File: config.mk
export PLATFORM = sky130hd
export DESIGN_NAME = srs_supply_sequencer
export DESIGN_NICKNAME = d
export VERILOG_FILES = /design/src/logic/srs_pkg.sv /design/src/logic/srs_ramp_if.sv /design/src/logic/srs_persist_filter.sv /design/src/logic/srs_ramp_stepper.sv /design/src/logic/srs_supply_sequencer.sv
export VERILOG_INCLUDE_DIRS = /design/src /design/src/logic
export SDC_FILE = /design/constraint.sdc
export NUM_CORES = 1
export LEC_CHECK = 0
export BUFFER_PORTS_ARGS = -buffer_cell sky130_fd_sc_hd__buf_2
export CORE_ASPECT_RATIO = 0.6
export CORE_MARGIN = 10
export CORE_UTILIZATION = 30
export CTS_CLUSTER_DIAMETER = 60
export DETAILED_ROUTE_END_ITERATION = 10
export SKIP_CTS_REPAIR_TIMING = 1
export SYNTH_ARGS = -nofsm -noshare
export SYNTH_HDL_FRONTEND = slang
export SYNTH_SLANG_ARGS = --single-unit
File: constraint.sdc
create_clock -name i_clk -period 3.1 [get_ports i_clk]
set_input_delay 0.465 -clock i_clk [delete_from_list [all_inputs] [get_ports i_clk]]
set_output_delay 0.465 -clock i_clk [all_outputs]
set_load 0.005 [all_outputs]
File: src/logic/srs_cfg.svh
`ifndef SRS_CFG_SVH
`define SRS_CFG_SVH

// clock rate
`define SRS_CLK_MHZ 200

// power-on reset hold after keep-alive regulation
`define SRS_POR_TIME_MS 10
`define SRS_POR_CYC (`SRS_POR_TIME_MS * 1000 * `SRS_CLK_MHZ)

// fault persistence filter
`define SRS_FILTER_TIME_US 20
`define SRS_FILTER_CYC (`SRS_FILTER_TIME_US * `SRS_CLK_MHZ)

// early-to-hard reset stagger, rounded up to whole cycles
`define SRS_STAGGER_TIME_NS 700
`define SRS_STAGGER_CYC ((`SRS_STAGGER_TIME_NS * `SRS_CLK_MHZ + 999) / 1000)

// least duration of a whole power-up or power-down
`define SRS_SEQ_TIME_US 800
`define SRS_SEQ_CYC (`SRS_SEQ_TIME_US * `SRS_CLK_MHZ)

// reference ramp
`define SRS_STEP_COUNT 6
`define SRS_LEVEL_W 3

// bit positions in the synchronised pin vector
`define SRS_IN_KA_OK 0
`define SRS_IN_HIGH_OK 1
`define SRS_IN_MID_OK 2
`define SRS_IN_CORE_OK 3
`define SRS_IN_STEP_MET 4
`define SRS_IN_IGN 7
`define SRS_IN_HOLD 8
`define SRS_IN_SLEEP_N 9
`define SRS_IN_TIMER 10
`define SRS_IN_W 11

`endif

File: src/logic/srs_pkg.sv
package srs_pkg;

  // sequencer states, one-hot
  typedef enum logic [5:0] {
    ST_OFF     = 6'h01,
    ST_UP      = 6'h02,
    ST_HOLDOFF = 6'h04,
    ST_RUN     = 6'h08,
    ST_STAGGER = 6'h10,
    ST_DOWN    = 6'h20
  } srs_state_e;

  // reference ramp command, one-hot
  typedef enum logic [2:0] {
    DIR_HOLD = 3'h1,
    DIR_UP   = 3'h2,
    DIR_DOWN = 3'h4
  } srs_dir_e;

endpackage : srs_pkg

File: src/logic/srs_ramp_if.sv
`timescale 1ns/1ps
`include "srs_cfg.svh"

// command and status between sequencer and reference stepper
interface srs_ramp_if #(parameter int LEVEL_W = `SRS_LEVEL_W);
  srs_pkg::srs_dir_e dir;
  logic step_met;
  logic [LEVEL_W-1:0] level;

  modport ctrl (output dir, output step_met, input level);
  modport ramp (input dir, input step_met, output level);
endinterface : srs_ramp_if

File: src/logic/srs_persist_filter.sv
`timescale 1ns/1ps
`include "srs_cfg.svh"

// reports a fault only after the bad level persists beyond CYCLES
module srs_persist_filter #(
  parameter int CYCLES = `SRS_FILTER_CYC
) (
  input wire logic i_clk,
  input wire logic i_rstn,
  input wire logic i_enable,
  input wire logic i_bad,
  output logic o_fault
);
  localparam int CW = $clog2(CYCLES + 1);

  logic [CW-1:0] cnt;
  wire watching = i_enable && i_bad;
  wire expired = (cnt == CW'(CYCLES));

  // count consecutive bad cycles, flag on the one after CYCLES
  always_ff @(posedge i_clk or negedge i_rstn) begin
    if (!i_rstn) begin
      cnt <= '0;
      o_fault <= 1'b0;
    end else if (!watching) begin
      cnt <= '0;
      o_fault <= 1'b0;
    end else begin
      if (!expired) cnt <= CW'(cnt + 1'b1);
      o_fault <= expired;
    end
  end
endmodule : srs_persist_filter

File: src/logic/srs_ramp_stepper.sv
`timescale 1ns/1ps
`include "srs_cfg.svh"

// steps the main-supply reference between zero and STEPS
module srs_ramp_stepper #(
  parameter int STEPS = `SRS_STEP_COUNT,
  parameter int SEQ_CYC = `SRS_SEQ_CYC,
  parameter int LEVEL_W = `SRS_LEVEL_W
) (
  input wire logic i_clk,
  input wire logic i_rstn,
  srs_ramp_if.ramp ramp
);
  localparam int STEP_CYC = (SEQ_CYC + STEPS - 1) / STEPS;
  localparam int TW = $clog2(STEP_CYC + 1);

  logic [TW-1:0] dwell;
  logic [LEVEL_W-1:0] level;

  // step decode
  wire going_up = (ramp.dir == srs_pkg::DIR_UP) && (level != LEVEL_W'(STEPS));
  wire going_dn = (ramp.dir == srs_pkg::DIR_DOWN) && (level != '0);
  wire dwell_done = (dwell == TW'(STEP_CYC - 1));
  wire advance = (going_up || going_dn) && dwell_done && ramp.step_met;

  assign ramp.level = level;

  // least dwell per step keeps a whole ramp at or above the sequence time
  always_ff @(posedge i_clk or negedge i_rstn) begin
    if (!i_rstn) begin
      dwell <= '0;
    end else if (!(going_up || going_dn) || advance) begin
      dwell <= '0;
    end else if (!dwell_done) begin
      dwell <= TW'(dwell + 1'b1);
    end
  end

  // seven discrete reference levels, zero to STEPS
  always_ff @(posedge i_clk or negedge i_rstn) begin
    if (!i_rstn) begin
      level <= '0;
    end else if (advance) begin
      level <= going_up ? LEVEL_W'(level + 1'b1) : LEVEL_W'(level - 1'b1);
    end
  end
endmodule : srs_ramp_stepper

File: src/logic/srs_supply_sequencer.sv
`timescale 1ns/1ps
`include "srs_cfg.svh"

module srs_supply_sequencer #(
  parameter int POR_CYC = `SRS_POR_CYC,
  parameter int SEQ_CYC = `SRS_SEQ_CYC,
  parameter int FILTER_CYC = `SRS_FILTER_CYC,
  parameter int STAGGER_CYC = `SRS_STAGGER_CYC,
  parameter int STEPS = `SRS_STEP_COUNT
) (
  input wire logic i_clk,
  input wire logic i_rstn,
  input wire logic i_keep_alive_supply_ok,
  input wire logic i_high_supply_ok,
  input wire logic i_mid_supply_ok,
  input wire logic i_core_supply_ok,
  input wire logic [2:0] i_step_met,
  input wire logic i_ignition_input,
  input wire logic i_regulator_hold,
  input wire logic i_sleep_n,
  input wire logic i_reset_delay_timer,
  output logic o_power_on_reset_n_o,
  output logic o_power_on_reset_n_oe,
  output logic o_early_reset_n_o,
  output logic o_early_reset_n_oe,
  output logic o_hard_reset_n_o,
  output logic o_hard_reset_n_oe,
  output logic [`SRS_LEVEL_W-1:0] o_ref_level,
  output logic o_main_enable,
  output logic o_aux_enable,
  output logic o_reset_delay_discharge,
  output logic o_sleeping
);
  localparam int LW = `SRS_LEVEL_W;
  localparam int PW = $clog2(POR_CYC + 1);
  localparam int SW = $clog2(STAGGER_CYC + 1);

  srs_pkg::srs_state_e state;
  srs_pkg::srs_state_e next_state;
  logic [`SRS_IN_W-1:0] pin_meta;
  logic [`SRS_IN_W-1:0] pin_sync;
  logic sleep_n_prev;
  logic sleep_req;
  logic quiet;
  logic next_quiet;
  logic early_low;
  logic hard_low;
  logic por_low;
  logic need_ign;
  logic [PW-1:0] por_cnt;
  logic [SW-1:0] stg_cnt;
  logic ka_fault;
  logic main_fault;
  logic main_en;
  logic aux_en;
  logic discharge;

  srs_ramp_if #(.LEVEL_W(LW)) ramp_bus ();

  // two-stage synchroniser for every pin input
  always_ff @(posedge i_clk or negedge i_rstn) begin
    if (!i_rstn) begin
      pin_meta <= '0;
      pin_sync <= '0;
    end else begin
      pin_meta <= {i_reset_delay_timer, i_sleep_n, i_regulator_hold, i_ignition_input, i_step_met,
                   i_core_supply_ok, i_mid_supply_ok, i_high_supply_ok, i_keep_alive_supply_ok};
      pin_sync <= pin_meta;
    end
  end

  // named synchronised levels
  wire ka_ok = pin_sync[`SRS_IN_KA_OK];
  wire main_ok = pin_sync[`SRS_IN_HIGH_OK] && pin_sync[`SRS_IN_MID_OK] && pin_sync[`SRS_IN_CORE_OK];
  wire all_met = &pin_sync[`SRS_IN_STEP_MET +: 3];
  wire ign = pin_sync[`SRS_IN_IGN];
  wire hold = pin_sync[`SRS_IN_HOLD];
  wire sleep_n = pin_sync[`SRS_IN_SLEEP_N];
  wire timer_hit = pin_sync[`SRS_IN_TIMER]; // comparator above 2.5 V
  wire sleep_fall = sleep_n_prev && !sleep_n;

  // comparator already trips at 4% below nominal
  srs_persist_filter #(.CYCLES(FILTER_CYC)) u_ka_filter (
    .i_clk(i_clk),
    .i_rstn(i_rstn),
    .i_enable(1'b1),
    .i_bad(!ka_ok),
    .o_fault(ka_fault)
  );

  // main supplies watched only once they should be regulating
  wire main_watch = (state == srs_pkg::ST_HOLDOFF) || (state == srs_pkg::ST_RUN);
  srs_persist_filter #(.CYCLES(FILTER_CYC)) u_main_filter (
    .i_clk(i_clk),
    .i_rstn(i_rstn),
    .i_enable(main_watch),
    .i_bad(!main_ok),
    .o_fault(main_fault)
  );

  srs_ramp_stepper #(.STEPS(STEPS), .SEQ_CYC(SEQ_CYC), .LEVEL_W(LW)) u_stepper (
    .i_clk(i_clk),
    .i_rstn(i_rstn),
    .ramp(ramp_bus)
  );

  // sleep request: falling edge sets, high level clears
  always_ff @(posedge i_clk or negedge i_rstn) begin
    if (!i_rstn) begin
      sleep_n_prev <= 1'b0;
      sleep_req <= 1'b0;
    end else begin
      sleep_n_prev <= sleep_n;
      if (sleep_fall) sleep_req <= 1'b1;
      else if (sleep_n) sleep_req <= 1'b0;
    end
  end

  // run request; hold keeps supplies after ignition drops
  // a short keep-alive dip stops nothing, only the filtered fault does
  wire run_ok = !ka_fault && (ign || hold) && !sleep_req;
  wire want_on = ka_ok && run_ok;
  wire stop_fault = ka_fault || main_fault;
  wire stop_req = stop_fault || !run_ok;
  wire quiet_stop = (state == srs_pkg::ST_RUN) && sleep_req && !stop_fault;
  wire at_top = (ramp_bus.level == LW'(STEPS));
  wire at_bottom = (ramp_bus.level == '0);

  // sequencer next state
  always_comb begin
    next_state = state;
    case (state)
      srs_pkg::ST_OFF: begin
        if (want_on) next_state = srs_pkg::ST_UP;
      end
      srs_pkg::ST_UP: begin
        if (stop_req) next_state = srs_pkg::ST_STAGGER;
        else if (at_top) next_state = srs_pkg::ST_HOLDOFF;
      end
      srs_pkg::ST_HOLDOFF: begin
        if (stop_req) next_state = srs_pkg::ST_STAGGER;
        else if (timer_hit) next_state = srs_pkg::ST_RUN;
      end
      srs_pkg::ST_RUN: begin
        if (quiet_stop) next_state = srs_pkg::ST_DOWN;
        else if (stop_req) next_state = srs_pkg::ST_STAGGER;
      end
      srs_pkg::ST_STAGGER: begin
        if (hard_low) next_state = srs_pkg::ST_DOWN;
      end
      srs_pkg::ST_DOWN: begin
        if (at_bottom) next_state = srs_pkg::ST_OFF;
      end
      default: next_state = srs_pkg::ST_OFF;
    endcase
  end

  // quiet sleep shutdown and early reset level
  assign next_quiet = quiet_stop || (quiet && sleep_req && !ka_fault);
  wire next_early_low = ka_fault || !(next_state == srs_pkg::ST_RUN || next_quiet);
  wire stg_done = (stg_cnt == SW'(STAGGER_CYC - 1));

  // state, early reset and staggered hard reset
  always_ff @(posedge i_clk or negedge i_rstn) begin
    if (!i_rstn) begin
      state <= srs_pkg::ST_OFF;
      quiet <= 1'b0;
      early_low <= 1'b1;
    end else begin
      state <= next_state;
      quiet <= next_quiet;
      early_low <= next_early_low;
    end
  end

  always_ff @(posedge i_clk or negedge i_rstn) begin
    if (!i_rstn) begin
      hard_low <= 1'b1;
      stg_cnt <= '0;
    end else if (!next_early_low) begin
      hard_low <= 1'b0;
      stg_cnt <= '0;
    end else if (quiet && !ka_fault) begin
      hard_low <= 1'b1;
    end else if (early_low && !hard_low) begin
      hard_low <= stg_done;
      stg_cnt <= SW'(stg_cnt + 1'b1);
    end
  end

  // power-on reset timer, run only while keep-alive regulates
  wire por_run = por_low && ka_ok && !ka_fault && !need_ign;
  always_ff @(posedge i_clk or negedge i_rstn) begin
    if (!i_rstn) begin
      por_cnt <= '0;
      por_low <= 1'b1;
      need_ign <= 1'b0;
    end else begin
      por_cnt <= por_run ? PW'(por_cnt + 1'b1) : '0;
      if (ka_fault) por_low <= 1'b1;
      else if (por_run && por_cnt == PW'(POR_CYC - 1)) por_low <= 1'b0;
      if (ka_fault && !ign) need_ign <= 1'b1;
      else if (ign) need_ign <= 1'b0;
    end
  end

  // supply enables and timer discharge
  always_ff @(posedge i_clk or negedge i_rstn) begin
    if (!i_rstn) begin
      main_en <= 1'b0;
      aux_en <= 1'b0;
      discharge <= 1'b1;
    end else begin
      main_en <= next_state != srs_pkg::ST_OFF;
      aux_en <= (next_state == srs_pkg::ST_HOLDOFF) || (next_state == srs_pkg::ST_RUN);
      discharge <= !((next_state == srs_pkg::ST_HOLDOFF) || (next_state == srs_pkg::ST_RUN));
    end
  end

  // ramp command follows the sequencer
  assign ramp_bus.dir = (state == srs_pkg::ST_UP) ? srs_pkg::DIR_UP :
                        (state == srs_pkg::ST_DOWN) ? srs_pkg::DIR_DOWN : srs_pkg::DIR_HOLD;
  assign ramp_bus.step_met = all_met;

  // open-drain pins only ever pull low
  assign o_power_on_reset_n_o = 1'b0;
  assign o_early_reset_n_o = 1'b0;
  assign o_hard_reset_n_o = 1'b0;
  assign o_power_on_reset_n_oe = por_low;
  assign o_early_reset_n_oe = early_low;
  assign o_hard_reset_n_oe = hard_low;
  assign o_ref_level = ramp_bus.level;
  assign o_main_enable = main_en;
  assign o_aux_enable = aux_en;
  assign o_reset_delay_discharge = discharge;
  assign o_sleeping = quiet;

  localparam int A_STG = STAGGER_CYC;
  localparam int A_STG_M1 = STAGGER_CYC - 1;
endmodule : srs_supply_sequencer

After elaboration in Yosys (flattened, before gate mapping)
Cells that the tools add are included.

Register bits: 111. Input bits: 13. Output and inout bits: 13.

Add/subtract/negate cells: 7. Eq/ne operators: 24. Muxes and demuxes: 34. Reductions and logical operators: 51.

Operators with widths (count): $mux 6 (9); $mux 12 (4); $pmux 6 s6 (1); $mux 15 (2); $add 12x1->12 const B (2); $eq 12x12->1 const B (2); $mux 8 (3); $logic_and 1x1->1 (22); $add 21x1->21 const B (1); $eq 21x21->1 const B (1); $mux 21 (1); $add 15x1->15 const B (1); $eq 15x15->1 const B (1); $eq 6x3->1 const B (2); $eq 6x4->1 const B (2); $logic_not 1->1 (12); $mux 1 (11); $logic_or 1x1->1 (10); $mux 3 (3); $add 8x1->8 const B (1); $eq 8x8->1 const B (1); $ne 2x2->1 const B (4); $eq 3x3->1 const B (2); $eq 6x1->1 const B (1); 15 further kinds (17).

Longest topological paths before layout
Depth after elaboration: 14. Depth in mapped cells: 7. Gate-level depth less buffers: 7.

Modules after synthesis
A second synthesis with hierarchy kept.

Cells, all modules: 503. Area total of the unflattened synthesis: 5290.1 um^2.

Modules (own cells, without submodules): srs_supply_sequencer (times used 1, cells each 261, area each 2891.5 um^2); srs_persist_filter (times used 2, cells each 72, area each 694.4 um^2); srs_ramp_stepper (times used 1, cells each 98, area each 1009.7 um^2).

Worst setup path before layout
OpenSTA, ideal clock, no wires.

Kind: register to register. Start point: register state[2]. End point: register u_stepper.level[2] (netlist: u_stepper.ramp.level[2]). Library setup time: 124 ps. Arrival: 1778 ps. Path slack: 1198 ps. Cell stages (with the launch flop): 8. Path buffers: 1. Clock period less this slack: 1902 ps. Path through: dfrtp_1 -> buf_4 -> nor4b_2 -> nand3b_2 -> fa_1 -> xor2_1 -> nand2_1 -> xnor2_1.

Cells in the longest elaborated chain, start to end: 8. Elaborated cells on any way between the ends: 12. Those cells by class: eq/ne: 4; mux: 3; reduce/logical: 5.

Ends and longest elaborated chain: from (decl) (line srs_supply_sequencer.sv:38) `srs_pkg::srs_state_e state;`; from (signal assigned) (line srs_supply_sequencer.sv:166) `state <= srs_pkg::ST_OFF;`; from (signal assigned) (line srs_supply_sequencer.sv:170) `state <= next_state;`; $eq 6x6->1 (line srs_supply_sequencer.sv:222) `(state == srs_pkg::ST_DOWN) ? srs_pkg::DIR_DOWN : srs_pkg::DIR_HOLD;`; $mux 3 (line srs_supply_sequencer.sv:222); $mux 3 * (line srs_supply_sequencer.sv:221) `assign ramp_bus.dir = (state == srs_pkg::ST_UP) ? srs_pkg::DIR_UP :`; $eq 3x2->1 / $eq 3x3->1 (equally long branches) (line srs_ramp_stepper.sv:21, srs_ramp_stepper.sv:22); $logic_and 1x1->1 (on tied branches) (line srs_ramp_stepper.sv:21, srs_ramp_stepper.sv:22); $logic_or 1x1->1 (line srs_ramp_stepper.sv:24) `wire advance = (going_up || going_dn) && dwell_done && ramp.step_met;`; $logic_and 1x1->1 (2 in a row) (line srs_ramp_stepper.sv:24); to (signal assigned) (line srs_ramp_stepper.sv:44) `level <= going_up ? LEVEL_W'(level + 1'b1) : LEVEL_W'(level - 1'b1);`; to (decl) (line srs_ramp_stepper.sv:18) `logic [LEVEL_W-1:0] level;`.

Every way passes the cells marked *; elsewhere a longest branch is shown, timed or not. A chain may end at the register's enable or synchronous reset.

Worst setup path after layout
Start point: register state[2]. End point: register u_stepper.level[1] (netlist: u_stepper.ramp.level[1]).

The elaborated chain is that of the path after synthesis.

==> impl_results.md <==
- Top cell type by total area after synthesis: dfrtp_1
- Total GRT Usage: 9.021%
- Worst Tran Pin Value: between 800 and 900 ps
- CP arrival: around 2300 ps
- Chip Height: 119.4 um
- Ant. Diodes: 0
- Largest net degree at the start of global routing: 59
- Largest family of logic cells by synthesized area: simple AND/OR/NAND/NOR gates
- Final Core Density: 34.51%
- VDD IR max: 268.4 uV
- Cells on worst reg2reg path: 4
- TritonCTS clock tree: done
- Die X: about 190 um
- Core area: 16220 um^2
- Simple-gate portion of the synthesized area: 23.94%
- Synthesized cell area: 4945 um^2
- Crit path time final: slightly above 2000 ps
- Min-Delay Path Class: input pin to async pin
- I/O Pins: 26
- Global route total overflow: 0
- Status: complete, no violations
- First-pass GRT wire length: 16380 um
- Fin Clk Skew: 8.228 ps
- # rows: 36
- Clock-pin slew on the worst setup and hold paths: 70 ps
- Fin nets: 516
- Port bufs: 22
- Clock Root Buffer: clkbuf_16
- Slew HR: 46.21%
- R2r startpoint: state[2]
- Fin crit share: 66.44%
- Final WL: 9419 um
- Area growth syn-to-layout: 13.18%
- Post-synthesis cell count: 467
- Via count: about 3.3k
- Final setup violation count: 0
- Final hold violations: 0
- Delay-heaviest family, CP: simple AND/OR/NAND/NOR gates
- Proportion of netlist area held by the largest area contributor: between 50% and 60%
- CP cell instances: nor4_2, nand3b_1, a211oi_2, mux2_1
- Compound-gate portion of the synthesized area: 3.796%
- Clk sinks: approximately 110
- Initial core utilization: 30.49%
- 1st-pass router iterations: 5
- Slew Limit Fails: 0
- Layout cells sized above 1: approximately a tenth
- Max-Cap Viols: 0
- Post-route DRC: 0
- Netlist cell types: 54
- Synth cell count leaders: 106 x dfrtp_1, 92 x nor2_1, 37 x xor2_1
- Placer Congestion: between 0.8 and 0.9
- Synth area leaders: dfrtp_1 54%, nor2_1 7.0%, xor2_1 6.6%, xnor2_1 4.3%, nand3_1 3.5%
- Post-synth EDFFs: 0
- Flop2flop setup slack: 1040 ps
- Die Footprint: 22190 um^2
- Critical R2R Capture: u_stepper.ramp.level[1]
- Most frequent cell after synthesis: dfrtp_1
- Vias in the first global route: 3234
- LEAKAGE: roughly 2.4 nW
- DR vias/cell: 4.664
- RSZ-0062 raised after global routing: false
- Synth async-reset ratio: between 90% and 100%
- Startpoint types: flop
- Deepest clock path buffer count: 2
- Buf+Inv Stages, Crit Path: 0
- Worst path slowest cell: dfrtp_1
- Critical path capture point type: flop
- TritonCTS Buffers: 9
- Avg Cell Area, Syn: 10.59 um^2
- Critical-path maximum fanout: 11
- CP Data Required Time: 3330 ps
- WL/cell: 13.30 um
- FMAX: approximately 490 MHz
- Post-synthesis adder-cell area fraction: 2.429%
- Final instance area: around 5600 um^2
- Hold_ws: 155.5 ps
- Xor and xnor area share after synthesis: a little over a tenth
- Power Density: 524.9 nW/um^2
- Initial DRC count: ~150
- Sequential fraction of the synthesis area: 56.30%
- Warnings from Yosys: 0
- Placed cell area: around 5300 um^2
- Hpwl dp: between 6000 and 7000 um
- TNS Setup: 0 ps
- Final ANT Viol Nets: 0
- Crit path largest cell delay: about 500 ps
- #FFs+latches synth: 111
- H-tree levels: 3
- Top FF cell, synth: dfrtp_1
- Setup CP Type: flop to flop
- Initial antenna violation count: 0
- Mux cell area share after synthesis: 0.6326%
- Clk_lat worst skew: 350 ps
## metal layers
layer	up-vias	global-route usage, %	wire [um]
met5	-	0	0
met4	0	3.611	153
met3	13	2.489	331
met2	56	12.93	4038
met1	1597	12.54	4896
li1	1636	-	-
## flip-flops by register name (all words and copies together) (netlist names), 3 cells and up
name	cells
por_cnt	21
u_stepper.dwell	15
u_ka_filter.cnt	12
u_main_filter.cnt	12
pin_meta	11
pin_sync	11
stg_cnt	8
state	6
u_stepper.ramp.level	3
## stage by stage
stage / power, mW / instances / worst slack (ps)
global placement: 1.808 / 692 / 1122
detailed placement: 1.819 / 692 / 1046
floorplan: 1.706 / 469 / 1198
global route: 3.074 / 708 / 871.7
CTS: 2.977 / 708 / 1030
finish: 2.938 / 708 / 1040
## logic make-up after synthesis
family / after synthesis
AO/OA/AOI/OAI: 26
XOR/XNOR: 61
adder cells (fa/ha/maj): 9
buffers and inverters: 22
flip-flops: 111
multiplexers: 3
other: 1
AND/OR/NAND/NOR: 234
## area by class of cell
cell class	count	area, um^2
clock buffers	9	225.2
flip-flops and latches	111	2784
inverters	12	45.04
clock inverters	7	72.57
fillers	1621	10620
well taps	209	261.5
repair buffers	24	140.1
multi-input cells	336	2068
## power by group
group | total, mW | leakage, nW | internal [mW] | switching [mW]
sequential | 1.56 | 1.46 | 1.51 | 0.0498
clock | 1.15 | 0.142 | 0.628 | 0.519
combinational | 0.235 | 0.773 | 0.0878 | 0.147
total | 2.94 | 2.38 | 2.22 | 0.715
## worst max path at each step
stage,from,slack (ps),depth (start not counted),endpoint
5_1_grt,state[2],870,6,u_stepper.ramp.level[2]
4_1_cts,state[2],1030,6,u_stepper.ramp.level[2]
6_report,state[2],1040,4,u_stepper.ramp.level[1]
2_1_floorplan,state[2],1200,7,u_stepper.ramp.level[2]
3_5_place_dp,state[2],1050,6,u_stepper.ramp.level[2]
3_3_place_gp,state[2],1120,6,u_stepper.ramp.level[2]
## layout by cell type (no fill, tap or decap), types with 11 or more instances in the layout
master / n
xnor2_1: 24
nand4_1: 13
dfrtp_1: 106
buf_2: 21
inv_1: 12
nand3_1: 35
nor2_1: 92
nor3_1: 11
nand2_1: 27
xor2_1: 37
## worst reg2reg max path: stages (launching register included)
cell	delay (ps)
dfrtp_1	500
nor4_2	470
nand3b_1	240
a211oi_2	390
mux2_1	350
Power figures use the tool's default switching activity.
